## src/design/rtcam_pkg.sv

```systemverilog
package rtcam_pkg;

    // register indices; byte address is four times the index
    localparam logic [3:0] IDX_A1_SECONDS = 4'h7;
    localparam logic [3:0] IDX_A1_MINUTES = 4'h8;
    localparam logic [3:0] IDX_A1_HOURS   = 4'h9;
    localparam logic [3:0] IDX_A1_DAY     = 4'hA;
    localparam logic [3:0] IDX_A2_MINUTES = 4'hB;
    localparam logic [3:0] IDX_A2_HOURS   = 4'hC;
    localparam logic [3:0] IDX_A2_DAY     = 4'hD;
    localparam logic [3:0] IDX_CONTROL    = 4'hE;
    localparam logic [3:0] IDX_STATUS     = 4'hF;
    localparam int         ALARM_REGS     = 7;

    // field positions in alarm registers
    localparam int MASK_BIT  = 7;
    localparam int DAYSEL_BIT = 6;
    localparam int DAY_MSB   = 5;

    // control register fields
    localparam int CTRL_A1_IE   = 0;
    localparam int CTRL_A2_IE   = 1;
    localparam int CTRL_IRQ_MODE = 2;
    localparam int CTRL_RATE_LO = 3;
    localparam int CTRL_RATE_HI = 4;
    localparam logic [7:0] CTRL_RESET = 8'h1C;

    // status register fields
    localparam int STAT_A1_FLAG = 0;
    localparam int STAT_A2_FLAG = 1;

    localparam logic [7:0]  ALARM_RESET = 8'h00;
    localparam logic [6:0]  SECONDS_ZERO = 7'h00;
    localparam logic [31:0] RDATA_ZERO  = 32'h0000_0000;

    typedef struct packed {
        logic [ALARM_REGS-1:0][7:0] alarm;
        logic [7:0]                 ctrl;
        logic [1:0]                 flag;
        logic                       ack;
        logic [31:0]                rdata;
    } rtcam_state_t;

endpackage : rtcam_pkg

```

## src/design/rtcam_alarm_core.sv

```systemverilog
module rtcam_alarm_core (
    // clock and reset
    input  wire logic        ref_clk,
    input  wire logic        arst_n,
    // wishbone classic slave
    input  wire logic        wb_cyc_i,
    input  wire logic        wb_stb_i,
    input  wire logic        wb_we_i,
    input  wire logic [5:0]  wb_adr_i,
    input  wire logic [3:0]  wb_sel_i,
    input  wire logic [31:0] wb_dat_i,
    output logic      [31:0] wb_dat_o,
    output logic             wb_ack_o,
    // current timekeeping values, bcd
    input  wire logic        time_update_tick,
    input  wire logic [6:0]  tk_seconds,
    input  wire logic [6:0]  tk_minutes,
    input  wire logic [6:0]  tk_hours,
    input  wire logic [2:0]  tk_weekday,
    input  wire logic [5:0]  tk_monthday,
    // square wave source and shared pin
    input  wire logic        sq_wave_in,
    output logic             irq_or_wave_out_n,
    output logic      [1:0]  wave_rate_sel
);

    rtcam_pkg::rtcam_state_t st_reg;
    rtcam_pkg::rtcam_state_t st_next;

    logic        req;
    logic        wr_en;
    logic [3:0]  idx;
    logic        a1_match;
    logic        a2_match;
    logic        a1_set;
    logic        a2_set;
    logic        irq_active;

    // masked field compare; raw byte compare keeps bcd and 12/24 bits
    function automatic logic field_hit(
        input logic [7:0] setting,
        input logic [6:0] current
    );
        field_hit = setting[rtcam_pkg::MASK_BIT]
                    | (setting[6:0] == current);
    endfunction : field_hit

    // day field: selector picks weekday or day of month
    function automatic logic day_hit(
        input logic [7:0] setting,
        input logic [2:0] weekday,
        input logic [5:0] monthday
    );
        logic [5:0] cur;
        cur = setting[rtcam_pkg::DAYSEL_BIT] ? {3'h0, weekday}
                                             : monthday;
        day_hit = setting[rtcam_pkg::MASK_BIT]
                  | (setting[rtcam_pkg::DAY_MSB:0] == cur);
    endfunction : day_hit

    assign req   = wb_cyc_i & wb_stb_i & ~st_reg.ack;
    assign wr_en = req & wb_we_i & wb_sel_i[0];
    assign idx   = wb_adr_i[5:2];

    // first alarm: seconds, minutes, hours, day/date
    assign a1_match =
        field_hit(st_reg.alarm[0], tk_seconds)
        & field_hit(st_reg.alarm[1], tk_minutes)
        & field_hit(st_reg.alarm[2], tk_hours)
        & day_hit(st_reg.alarm[3], tk_weekday,
                  tk_monthday);

    // second alarm has no seconds field, so it fires at seconds zero
    assign a2_match =
        (tk_seconds == rtcam_pkg::SECONDS_ZERO)
        & field_hit(st_reg.alarm[4], tk_minutes)
        & field_hit(st_reg.alarm[5], tk_hours)
        & day_hit(st_reg.alarm[6], tk_weekday,
                  tk_monthday);

    // only the update strobe may set a flag
    assign a1_set = time_update_tick & a1_match;
    assign a2_set = time_update_tick & a2_match;

    assign irq_active =
        st_reg.ctrl[rtcam_pkg::CTRL_IRQ_MODE]
        & ((st_reg.flag[rtcam_pkg::STAT_A1_FLAG]
            & st_reg.ctrl[rtcam_pkg::CTRL_A1_IE])
           | (st_reg.flag[rtcam_pkg::STAT_A2_FLAG]
              & st_reg.ctrl[rtcam_pkg::CTRL_A2_IE]));

    always_comb begin
        st_next     = st_reg;
        st_next.ack = req;
        if (req) begin
            st_next.rdata = rtcam_pkg::RDATA_ZERO;
            case (idx)
                rtcam_pkg::IDX_A1_SECONDS,
                rtcam_pkg::IDX_A1_MINUTES,
                rtcam_pkg::IDX_A1_HOURS,
                rtcam_pkg::IDX_A1_DAY,
                rtcam_pkg::IDX_A2_MINUTES,
                rtcam_pkg::IDX_A2_HOURS,
                rtcam_pkg::IDX_A2_DAY: begin
                    st_next.rdata[7:0] =
                        st_reg.alarm[3'(idx - rtcam_pkg::IDX_A1_SECONDS)];
                    if (wr_en) begin
                        st_next.alarm[3'(idx - rtcam_pkg::IDX_A1_SECONDS)] =
                            wb_dat_i[7:0];
                    end
                end
                rtcam_pkg::IDX_CONTROL: begin
                    st_next.rdata[7:0] = st_reg.ctrl;
                    if (wr_en) begin
                        st_next.ctrl = wb_dat_i[7:0];
                    end
                end
                rtcam_pkg::IDX_STATUS: begin
                    st_next.rdata[1:0] = st_reg.flag;
                    if (wr_en) begin
                        // ones leave a flag alone, zeros clear it
                        st_next.flag = st_reg.flag & wb_dat_i[1:0];
                    end
                end
                default: begin
                    // unmapped: acknowledged, reads zero, writes dropped
                    st_next.rdata = rtcam_pkg::RDATA_ZERO;
                end
            endcase
        end
        // set applied last so it wins over a same-cycle clear
        if (a1_set) begin
            st_next.flag[rtcam_pkg::STAT_A1_FLAG] = 1'h1;
        end
        if (a2_set) begin
            st_next.flag[rtcam_pkg::STAT_A2_FLAG] = 1'h1;
        end
    end

    always_ff @(posedge ref_clk or negedge arst_n) begin
        if (!arst_n) begin
            st_reg.alarm <= {rtcam_pkg::ALARM_REGS{rtcam_pkg::ALARM_RESET}};
            st_reg.ctrl  <= rtcam_pkg::CTRL_RESET;
            st_reg.flag  <= 2'h0;
            st_reg.ack   <= 1'b0;
            st_reg.rdata <= rtcam_pkg::RDATA_ZERO;
        end else begin
            st_reg <= st_next;
        end
    end

    assign wb_ack_o = st_reg.ack;
    assign wb_dat_o = st_reg.rdata;
    assign wave_rate_sel = st_reg.ctrl[rtcam_pkg::CTRL_RATE_HI:
                                       rtcam_pkg::CTRL_RATE_LO];
    // pin mux; square wave generation itself lives elsewhere
    assign irq_or_wave_out_n = st_reg.ctrl[rtcam_pkg::CTRL_IRQ_MODE]
                               ? ~irq_active
                               : sq_wave_in;

    // checks, all on the one clock
    logic status_wr;
    assign status_wr = wr_en & (idx == rtcam_pkg::IDX_STATUS);
endmodule : rtcam_alarm_core

```

## config.mk

```make
export PLATFORM = sky130hd
export DESIGN_NAME = rtcam_alarm_core
export DESIGN_NICKNAME = d
export VERILOG_FILES = /design/src/design/rtcam_pkg.sv /design/src/design/rtcam_alarm_core.sv
export SDC_FILE = /design/constraint.sdc
export NUM_CORES = 1
export LEC_CHECK = 0
export BUFFER_PORTS_ARGS = -buffer_cell sky130_fd_sc_hd__buf_2
export CAP_MARGIN = 0
export CORE_AREA = 2 2 94 96
export CTS_BUF_LIST = sky130_fd_sc_hd__clkbuf_8
export DETAILED_ROUTE_END_ITERATION = 8
export DIE_AREA = 0 0 96 98
export PLACE_DENSITY = 0.81
export SYNTH_ARGS = -nofsm -noshare
export SYNTH_HDL_FRONTEND = slang
export SYNTH_SLANG_ARGS = --single-unit
```

## constraint.sdc

```tcl
create_clock -name ref_clk -period 2.1 [get_ports ref_clk]
set_input_delay 0 -clock ref_clk [delete_from_list [all_inputs] [get_ports ref_clk]]
set_output_delay 0 -clock ref_clk [all_outputs]
set_load 0.01 [all_outputs]
```

# Word level (Yosys, flattened, before mapping)
# Index checks and enable logic that the tools add are counted.
# classes
addsub	1
n_lt_le_gt_ge	2
n_eq_ne	16
muxes	15
n_bitwise	26
reduce_logical	13
# ops
op	n
bitwise mux 56 bit	1
== test 7 bit	5
== test 4 bit, second input constant	8
binary-select mux 8 bit (select 3 bit)	1
demux 8 bit (select 3 bit)	1
2-to-1 mux 8 bit	2
AND 1 bit	15
== test 6 bit	2
2-to-1 mux 6 bit	2
case mux 6 bit (2 select lines)	1
AND reduction 3 bit	4
nonzero test 2 bit	6
OR 1 bit	8
logical NOT 7 bit	1
OR reduction 7 bit	1
2-to-1 mux 2 bit	3
case mux 2 bit (3 select lines)	1
== test 4 x 3 -> 1 bit, second input constant	1
less-than comparator 3 x 4 -> 1 bit, second input constant	1
>= comparator 3 x 1 -> 1 bit, second input constant	1
2-to-1 mux 1 bit	3
subtractor 3 bit, second input constant	1
AND 2 bit	1
NOT 1 bit	2
logical AND 1 bit	1
# totals
reg_bits	75
in_bits	79
word_cells	85

# Longest topological paths before layout
# Gate-level depths: netlist of run 1.
# depth
word_depth	8
ltp_mapped	10

# Least setup slack after synthesis of run 1
# OpenSTA, ideal clock, no wires.
# synth_timing
path_type	in2reg
start	input wb_adr_i[2]
end	register st_reg[67] (netlist bit)
arrival_ps	1876
t_required_ps	1975
setup_slack_ps	100
path_stages	8
n_path_buf	3
path_cell_list	buf_2 > inv_1 > ha_1 > clkbuf_1 > buf_1 > nand2_1 > nor2_4 > mux2_2
# synth_via
elab_chain_len	6
word_cells_on_any_way	16
# synth_rtl
item	line	source
start, declared	rtcam_alarm_core.sv:9	input wire logic [5:0] wb_adr_i,
subtractor 3 bit	rtcam_alarm_core.sv:108	st_next.alarm[3'(idx - rtcam_pkg::IDX_A1_SECONDS)] =
less-than comparator 3 x 4 -> 1 bit (not written as such) / >= comparator 3 x 1 -> 1 bit (equally long branches)	rtcam_alarm_core.sv:108	
logical AND 1 bit (not written as such)	rtcam_alarm_core.sv:108	
2-to-1 mux 8 bit (not written as such)	rtcam_alarm_core.sv:108	
demux 8 bit (select 3 bit)	rtcam_alarm_core.sv:108	
bitwise mux 56 bit	rtcam_alarm_core.sv:108	
end signal, assigned	rtcam_alarm_core.sv:148	st_reg <= st_next;
end, declared	rtcam_alarm_core.sv:27	rtcam_pkg::rtcam_state_t st_reg;
# Several ways; a longest one is shown, not always the timed one.
# A chain may end at the register's enable or synchronous reset.

# Worst setup path after layout of run 1
# layout_timing
start	register st_reg (netlist bit wb_ack_o)
end	register st_reg[88] (netlist bit)
# layout_via
elab_chain_len	5
# layout_rtl
item	line	source
NOT 1 bit *	rtcam_alarm_core.sv:61	assign req = wb_cyc_i & wb_stb_i & ~st_reg.ack;
AND 1 bit *	rtcam_alarm_core.sv:61	
AND 1 bit (2 in series)	rtcam_alarm_core.sv:62	assign wr_en = req & wb_we_i & wb_sel_i[0];
AND reduction 3 bit (no line) *	n/a	
# Mark *: on every way between the ends. The rest lies on a longest branch, timed or not.

==> results of run 1 <==
layout by cell type (no fill, tap or decap), types with 6 or more instances in the layout:
master	instances
mux2_2	63
buf_2	61
clkbuf_8	9
nor2_1	9
nand2_1	17
a21oi_1	12
buf_4	7
a32oi_1	6
xnor2_1	19
o21ai_0	18
xor2_1	28
conb_1	24
dfrtp_1	72
mux2i_1	24
nor4_1	6
layout make-up:
class / instances / area (sq um) / share of cell area
tap: 108 / 135 / 0.0268
sequential: 75 / 1880 / 0.372
clock inverter: 7 / 116 / 0.0230
timing repair buffer: 71 / 398 / 0.0788
multi-input combinational: 283 / 2380 / 0.472
inverter: 3 / 11.3 / 0.00223
clock buffer: 9 / 124 / 0.0245
worst max path at each step:
stage	from	end	slack [ps]	cells past startpoint
final	wb_ack_o$_DFF_PN0_	st_reg[88]$_DFFE_PN0P_	190	5
after CTS	wb_ack_o$_DFF_PN0_	st_reg[88]$_DFFE_PN0P_	180	5
after floorplan	wb_adr_i[2]	st_reg[67]$_DFFE_PN0P_	100	8
after global routing	wb_ack_o$_DFF_PN0_	st_reg[51]$_DFFE_PN0P_	70	5
after global placement	wb_adr_i[2]	st_reg[52]$_DFFE_PN0P_	190	7
after detailed placement	wb_adr_i[2]	st_reg[85]$_DFFE_PN0P_	150	7
critical path, cell delays in order (launching register included):
cell and delay (ps):
dfrtp_1 380, nand3b_4 160, nor2_2 310, nand3_4 160, nor3_4 380, mux2_2 400
kinds of logic after synthesis:
kind of cell             Yosys count  synth area share
buffers and inverters             52            0.0743
XOR/XNOR                          49            0.0984
flip-flops                        75             0.417
AO/OA/AOI/OAI                     60            0.0926
multiplexers                      91             0.225
adder cells (fa/ha/maj)            4            0.0111
AND/OR/NAND/NOR                   55            0.0807
other                              1          0.000831
where the power goes:
part | total [mW] | internal, mW | switching [mW]
Sequential | 1.66 | 1.55 | 0.106
Combinational | 0.629 | 0.281 | 0.348
Clock | 1.36 | 0.786 | 0.573
per-layer routing:
| metal | global-route usage | wire length, um | vias up | share of wire |
|---|---|---|---|---|
| li1 | - | - | 1458 | - |
| met1 | 0.328 | 4490 | 1663 | 0.40 |
| met2 | 0.382 | 5250 | 163 | 0.47 |
| met3 | 0.0540 | 906 | 39 | 0.082 |
| met4 | 0.118 | 467 | 0 | 0.042 |
| met5 | 0 | 0 | - | 0 |
through the flow:
step	utilization	cells	power (mW)	hold WS, ps	setup WS, ps
finish	0.596	556	3.65	16.4	189
global route	0.596	556	3.77	29.5	66.5
CTS	0.596	556	3.64	7.75	179
floorplan	-	410	2.10	-296	99.6
global placement	0.566	538	2.27	15.0	190
detailed placement	0.566	538	2.30	22.2	146
what timing repair did:
item                                   CTS  global route
hold buffers                             2             0
endpoints found under the hold margin   24             0
setup endpoints to repair                0             0
resized for setup                        0             0
==> results.txt, run 1 <==
- Outcome: complete, no violations
* Ratio of total power to cell area: roughly 720 nW/um^2
- The final number of max-transition violations is 0.
- Sorting the synthesized cells by how often they occur yields dfrtp_1, mux2_2, buf_4.
* Tightest Pin Transition: 559 ps
* Async SR Flop Fraction: 1.00
* Max Cap Violations: 0
- The first global-routing pass estimated roughly 17000 um of wire.
* Clock-pin slew of the registers on the worst-case setup and hold paths: approximately 80 ps
* Number of failing setup endpoints in the final timing report: 0
- Entering global routing, the biggest net connects 53 pins.
- Synth top area cells: dfrtp_1, mux2_2, buf_4
- Post-route minimum period: approximately 1900 ps
* Biggest area consumer among synthesized cells: dfrtp_1
- Number of placed I/O pins: roughly 120
- Kind of critical path: flop to flop
- Congestion Overflow GR: 0
* Most instantiated library cell after synthesis: dfrtp_1
* Signal arrival time at the worst endpoint: ~2200 ps
* Terminus of the critical flop-to-flop path: st_reg[88]$_DFFE_PN0P_
* Total routed wirelength: ~11000 um
* TritonCTS clock tree: built
- In this run the core area contains 34 standard-cell rows.
* Top-area cell type share of the netlist area: 0.399
* Leakage component of the power: 2.51 nW
- Derived from the worst setup path, the maximum achievable clock frequency is roughly 520 MHz.
- The via count of the first global-routing pass was roughly 3300.
* Class of the tightest hold or removal check: input port to flop
- Buffers on Ports: ~60
* Max reg flops: 64
- Detailed placement finished with a half-perimeter wire length of 8290 um.
- For this run, the total global-route usage over all layers was measured as 0.247.
* Depth of the worst register-to-register path: 5
* Post-Syn Area per Cell: roughly 12 sq um
- The clock drives between 70 and 80 sinks.
- Minimum setup slack among reg-to-reg paths: about 190 ps
- Share of the cycle needed by the critical path after routing: 0.910
- Hold Fails Final Rpt: 0
- Number of nets still failing antenna checks after routing: 0
- Post-Synthesis Cell Area: about 4500 sq um
- Cts bufs inserted: 9
* Critical path launch point type: flop
- Clk_skew: 10.4 ps
- Placed standard-cell area: 4790 sq um
- Worst voltage drop across the vdd grid: roughly 0.00037 V
* Share of final-layout standard cells stronger than drive strength 1: 0.375
* Type of element capturing the critical path: flop
* Total non-filler cell area in the finished layout: 5050 sq um
- Floorplan core area: about 8500 sq um
- Cell at the root of the clock tree: clkbuf_8
- Nets: roughly 530
* DR pass1 iterations: 6
* Maximum count of clock buffers along a single path: 2
- Number of cells on the worst hold path: 2
- CTS H-tree depth: 3
- 0 antenna diodes ended up in the layout.
- STA puts the critical path data required time at ~2400 ps.
- Flip-flop and latch count after synthesis: 75
- The worst pin sits at a relative slew slack of 0.628.
- Proportion of synthesized chip area in sequential cells: 0.417
- The path with the worst hold slack has its endpoint at st_reg[66]$_DFFE_PN0P_.
- In this run the post-CTS setup repair buffer count came out at 0.
- Count of cell types in the netlist: 49
- Setup total negative slack on the finished layout was measured at 0 ps.
* Wirelength per Cell: approximately 20 um
* Source-to-sink clock delay at the later pin of the worst-skew pair: roughly 370 ps
- Reg2reg start: wb_ack_o$_DFF_PN0_
* Die span in y: between 90 and 100 um
- Die Wd: 96 um
- For this run, design rule violations remaining after detail routing come to 0.
- Setup repair after global routing missed its margin: false
- Final RePlAce weighted congestion: 0.960
- Starting DRC count in detailed routing: approximately 380
* DIE AREA: 9410 sq um
* Number of warnings reported in the yosys synthesis log: 0
- Relative area change from synthesis to final layout: 11.9%
- Start point of the worst hold path: wb_dat_i[7]
* Initial Util: 0.533
- Along the worst path, the maximum fanout reaches 8.
- The number of antenna violations at the first check in global routing was 0.
- After filler insertion, the fill cell instance count of the layout stands at 689.
* Post-synth EDFFs: 0
- In the synthesized netlist, the number of instances is between 300 and 400.
- Dividing the detail-routed via count by the number of cells gives around 6.
* Via count: between 3000 and 4000
* Most common flop cell mapped by yosys: dfrtp_1
Power figures use the tool's default switching activity.
==> inputs of run 2 (changes only) <==
CAP_MARGIN = default   (was 0)
PLACE_DENSITY = default   (was 0.81)
PLACE_DENSITY_LB_ADDON = 0.2   (was default)
==> results.txt, run 2 (synthesis gave the netlist of run 1 again) <==
* Max reg flops: 64
- Share of the cycle needed by the critical path after routing: 0.892
- Source-to-sink clock delay at the later pin of the worst-skew pair: around 350 ps
* Pin count of the biggest net entering global routing: 76
* HPWL after DPL: approximately 8000 um
- Internal power comes to about 2.6 mW.
- In this run the deepest clock path goes through 2 buffers.
- Clk_skew: 8.35 ps
* TritonCTS clock tree: built
- The congestion estimate from routability-driven global placement came to between 0.9 and 1.
* Switching power share of the total: 0.269
* CTS H-tree depth: 3
- Clock-pin slew of the registers on the worst-case setup and hold paths: 80 ps
- Antenna Cells: 0
- Highest net fanout along the worst path: 8
- Of the total power, the clock network draws 0.371.
- At the placement stage, the worst setup path has a slack of about 130 ps.
- Wires add up to approximately 11000 um.
- Dividing the detail-routed wire length by the instance count gives ~19 um.
- Via count of the first global-routing pass: roughly 3200
* Most common cell after layout, fill and taps aside: dfrtp_1
- DIE AREA: ~9400 sq um
* Number of failing setup endpoints in the final timing report: 0
* DR vias/cell: about 5.7
- For this run, the top clock speed supported by timing is 534 MHz.
* Tightest Pin Transition: between 900 and 1000 ps
- The number of hold buffers added after CTS was 2.
- The worst path needs 1870 ps of the cycle, external delays included.
* Worst voltage drop across the vdd grid: approximately 0.00048 V
* Total number of placement rows: 34
* Floorplan core area: approximately 8500 sq um
- For the worst setup path, the data arrival time is 2100 ps.
* Net switching power: a little under 1 mW
- Max Cap Violations: 0
* Start point of the worst hold path: tk_seconds[0]
- Global-route wire length before repair: 16700 um
- The worst setup path is of the flop to flop kind.
* Type of element capturing the critical path: flop
- Summed over all failing endpoints, the final setup total negative slack is 0 ps.
- In this run the power density over the cells is just over 700 nW/um^2.
- Nets: about 530
* Depth of the worst register-to-register path: 5
- Clock sink count: 75
* Initial Util: 0.533
- The total count of hold-check failures in the final report came to 0.
- Minimum setup slack among reg-to-reg paths: 230 ps
- Max Transition Viols Final: 0
- DR pass1 iterations: 4
- Critical path launch point type: flop
* Via count: about 3200
- Across every metal layer, demand over resource in global routing totals 0.238.
* Starting DRC count in detailed routing: 165
- In the final layout, the share of cells above drive strength 1 is 0.371.
* Number of nets still failing antenna checks after routing: 0
* Cell with the largest stage delay on the worst path: nor3_4
* Setup WS post-layout: around 230 ps
- Launch point of the critical path: wb_ack_o$_DFF_PN0_
- Congestion Overflow GR: 0
* Max_slew headroom: 0.367
* Class of the tightest hold or removal check: input port to flop
- Setup repair after global routing missed its margin: false
* Total of cells resized after clock tree synthesis: 0
* Die Wd: between 90 and 100 um
- The run finished with clean final reports.
- The share of total power dissipated in combinational logic is 0.171.
- Reg2reg start: wb_ack_o$_DFF_PN0_
- During placement, the flow inserted port buffers numbering between 60 and 70.
* FILL cells: between 700 and 800
- The analysis attributes to cell leakage a power of 2.52 nW.
* Number of antenna violations at the first check in global routing: 0
- The root buffer cell chosen for the clock tree is clkbuf_8.
- Buffer count from post-CTS setup fixing: 0
* Share of power burned in registers: 0.458
* Critical path cell sequence: nand3b_4, nor2_2, nand3_4, nor3_4, mux2_2
- Die span in y: ~98 um
- Terminus of the critical flop-to-flop path: st_reg[84]$_DFFE_PN0P_
- STA puts the critical path data required time at around 2300 ps.
- During I/O placement, the number of pins put on the boundary was approximately 120.
* Most used cells in the layout excluding fill and tap cells: dfrtp_1, mux2_2, buf_2, xor2_1
- Cts bufs inserted: 9
* Longest individual stage delay on the worst path: a little under 400 ps
- In this run the worst setup path terminates at st_reg[84]$_DFFE_PN0P_.
* Relative area change from synthesis to final layout: 11.7%
- Post-route DRC violation count: 0
## run 2: cell count changes in the layout (fill, tap and decap cells not counted)
cell      change
buf_4         +2
clkinv_2      -2
inv_1         +2
buf_12        -1
buf_2         -1
clkbuf_8      +1
clkinv_4      -1
## run 2: per-layer routing
metal  track usage  vias to the layer above  wire, um
li1              -                     1460         -
met1         0.336                     1564      4920
met2         0.375                      113      5080
met3        0.0394                       15       539
met4        0.0758                        0       202
met5             0                        -         0
## run 2: layout make-up
| class | instances | area, sq um | area share |
|---|---|---|---|
| Timing Repair Buffer | 71 | 388 | 0.0769 |
| Clock inverter | 6 | 105 | 0.0208 |
| Sequential cell | 75 | 1880 | 0.373 |
| Tap cell | 108 | 135 | 0.0268 |
| Inverter | 3 | 11.3 | 0.00223 |
| Multi-Input combinational cell | 283 | 2380 | 0.473 |
| Clock buffer | 10 | 138 | 0.0273 |
## run 2: worst min-delay path by stage
| stage | endpoint | depth (start not counted) |
|---|---|---|
| floorplan | st_reg[33]$_DFFE_PN0P_ | 0 |
| global placement | st_reg[89]$_DFFE_PN0P_ | 1 |
| detailed placement | st_reg[89]$_DFFE_PN0P_ | 1 |
| CTS | st_reg[34]$_DFFE_PN0P_ | 4 |
| global route | st_reg[50]$_DFFE_PN0P_ | 2 |
| finish | st_reg[34]$_DFFE_PN0P_ | 4 |
## run 2: power by group through the flow
stage / logic (mW) / registers (mW) / clock network, mW
5_1_grt: 0.675 / 1.67 / 1.42
4_1_cts: 0.617 / 1.65 / 1.36
2_1_floorplan: 0.452 / 1.65 / 0
3_5_place_dp: 0.611 / 1.68 / 0
3_3_place_gp: 0.596 / 1.68 / 0
6_report: 0.618 / 1.66 / 1.34
## run 2: worst max-delay path: cells and delay by family (launching register included)
kind          cells  cell delay [ps]
simple gates      4              990
mux               1              390
flops             1              380
## run 2: metrics by stage
stage                      util  cells  power [mW]  cell area, sq um  hold slack (ps)
final                     0.595    556        3.62              5040             44.8
after global routing      0.595    556        3.76              5040             37.2
after CTS                 0.595    556        3.63              5040             28.4
after detailed placement  0.564    538        2.29              4780              200
after global placement    0.564    538        2.28              4780              198
after floorplan               -    410        2.10              4600             -296
==> inputs of run 3 (changes only) <==
CORE_AREA = 2 2 68 134   (was 2 2 94 96)
DIE_AREA = 0 0 70 136   (was 0 0 96 98)
PLACE_DENSITY = 0.8   (was default)
PLACE_DENSITY_LB_ADDON = default   (was 0.2)
==> results.txt, run 3 (synthesis gave the netlist of run 1 again) <==
- Antenna Cells: 0
- Maximum operating frequency: 547 MHz
- Clock latency on the worst-skew pair, taken at its later pin, is 350 ps.
* Share of final-layout standard cells stronger than drive strength 1: 0.373
- Signal arrival time at the worst endpoint: slightly above 2000 ps
* Final Non-Filler Cells: 548
* Max Transition Viols Final: 0
* Fin Hold WS: roughly 32 ps
- Share of the cycle needed by the critical path after routing: 0.871
* Hold buffers post-CTS: 2
- The detail route stage leaves a number of antenna-violating nets equal to 0.
* Buffers on Ports: 61
- In the final timing run, aggregate negative setup slack is 0 ps.
- Relative area change from synthesis to final layout: 11.4%
- Congestion Overflow GR: 0
- Tightest Pin Transition: roughly 700 ps
- Leaving out fill and tap cells, the most frequent cells in the layout are dfrtp_1, mux2_2, buf_2, xor2_1.
- Final RePlAce weighted congestion: 0.941
- DIE AREA: roughly 9500 sq um
* DR pass1 iterations: 4
* Type of element capturing the critical path: flop
- TritonCTS built the clock tree.
- Cts bufs inserted: 9
* Outcome: complete, no violations
* Die span in y: roughly 140 um
- Via count of the first global-routing pass: 3237
- Leakage component of the power: 2.51 nW
- ~120 I/O pins were placed.
- The H-tree generated during clock tree synthesis spans 3 levels.
* Clock sink count: between 70 and 80
* Total number of placement rows: 48
- After layout, the design draws a total of approximately 3.5 mW.
* Total of cells resized after clock tree synthesis: 0
* Global-route wire length before repair: 17600 um
- The routed layout has 3200 vias.
- The worst path needs 1830 ps of the cycle, external delays included.
* Max_slew headroom: 0.519
- After filler insertion, the fill cell instance count of the layout stands at 710.
- Post-Route Utilization: 0.589
- Setup repair after global routing left no endpoint under its margin.
- Nets: approximately 530
* Hold Fails Final Rpt: 0
* Clock-pin slew of the registers on the worst-case setup and hold paths: around 80 ps
* Most common cell after layout, fill and taps aside: dfrtp_1
- Setup violations remaining at the end of the flow were counted as 0.
- The region available for standard cell placement spans between 8000 and 9000 sq um.
- The register with the most flip-flops in the layout has 64 of them.
- After clock tree synthesis, the setup repair step added 0 buffers.
- STA classifies the critical path startpoint as a flop.
- Wirelength per Cell: 20.5 um
- Class of the tightest hold or removal check: input port to flop
- DR vias/cell: 5.84
* Required time of the critical path: 2340 ps
- Starting DRC count in detailed routing: 211
- From left edge to right edge, the die measures around 70 um.
- Number of antenna violations at the first check in global routing: 0
- Pin count of the biggest net entering global routing: 33
- Kind of critical path: flop to flop
- Post-route DRC violation count: 0
- Across the run, the number of max-cap violations was 0.
* Ratio of total power to cell area: 703 nW/um^2
- In this run the worst path has a maximum fanout of 8.
- Clk_skew: 11.4 ps
* HPWL after DPL: 8820 um
* Maximum count of clock buffers along a single path: 2
* Worst voltage drop across the vdd grid: between 0.0005 and 0.0006 V
- GRT Resource Usage Total: 0.247
* Initial Util: 0.529
- Wires add up to 11300 um.
* Inst Count DP: between 500 and 600
* Cell at the root of the clock tree: clkbuf_8
==> run 3: cell count changes in the layout (fill, tap and decap cells not counted) <==
cell / previous run / this run
buf_4: 9 / 7
bufinv_16: 3 / 2
clkbuf_8: 10 / 11
buf_12: 0 / 1
clkinv_2: 0 / 1
buf_2: 60 / 61
inv_1: 5 / 4
==> run 3: area by class of cell <==
type | count | area (sq um) | share of cell area
multi-input combinational | 283 | 2380 | 0.474
sequential | 75 | 1880 | 0.374
timing repair buffer | 71 | 398 | 0.0792
clock buffer | 11 | 151 | 0.0301
tap | 100 | 125 | 0.0249
clock inverter | 5 | 76.3 | 0.0152
inverter | 3 | 11.3 | 0.00224
==> run 3: worst max-delay path: stages (launching register included) <==
cell and delay, ps:
dfrtp_1 380, nand3b_4 160, nor2_2 240, nand3_4 150, nor3_4 380, mux2_2 400
==> run 3: final timing paths <==
kind                                         startpoint  slack (ps)                      endpoint  cells past startpoint
min in group asynchronous                        arst_n         230        st_reg[80]$_DFFE_PN0P_                      2
worst max-delay path                 wb_ack_o$_DFF_PN0_         270        st_reg[51]$_DFFE_PN0P_                      5
worst min register to register  wb_dat_o[1]$_DFFE_PN0P_         480       wb_dat_o[1]$_DFFE_PN0P_                      2
worst max register to register       wb_ack_o$_DFF_PN0_         270        st_reg[51]$_DFFE_PN0P_                      5
max in group asynchronous                        arst_n        1120  wave_rate_sel[1]$_DFFE_PN1P_                      3
worst min-delay path                        wb_dat_i[7]          30        st_reg[58]$_DFFE_PN0P_                      2
==> run 3: per-layer routing <==
| layer | routed length, um | up-vias | part of all wire | GRT usage |
|---|---|---|---|---|
| li1 | - | 1461 | - | - |
| met1 | 3820 | 1569 | 0.34 | 0.254 |
| met2 | 6270 | 134 | 0.56 | 0.452 |
| met3 | 504 | 36 | 0.045 | 0.0415 |
| met4 | 662 | 0 | 0.059 | 0.162 |
| met5 | 0 | - | 0 | 0 |
==> run 3: where the power goes <==
group	internal [mW]	switching, mW	leakage, nW
Combinational	0.280	0.345	1.37
Sequential	1.55	0.112	1.02
Clock	0.727	0.518	0.117
==> run 3: through the flow <==
step / setup WS [ps] / instance area, sq um
3_5_place_dp: 127 / 4780
3_3_place_gp: 160 / 4780
4_1_cts: 253 / 5030
2_1_floorplan: 99.6 / 4600
6_report: 271 / 5030
5_1_grt: 183 / 5030
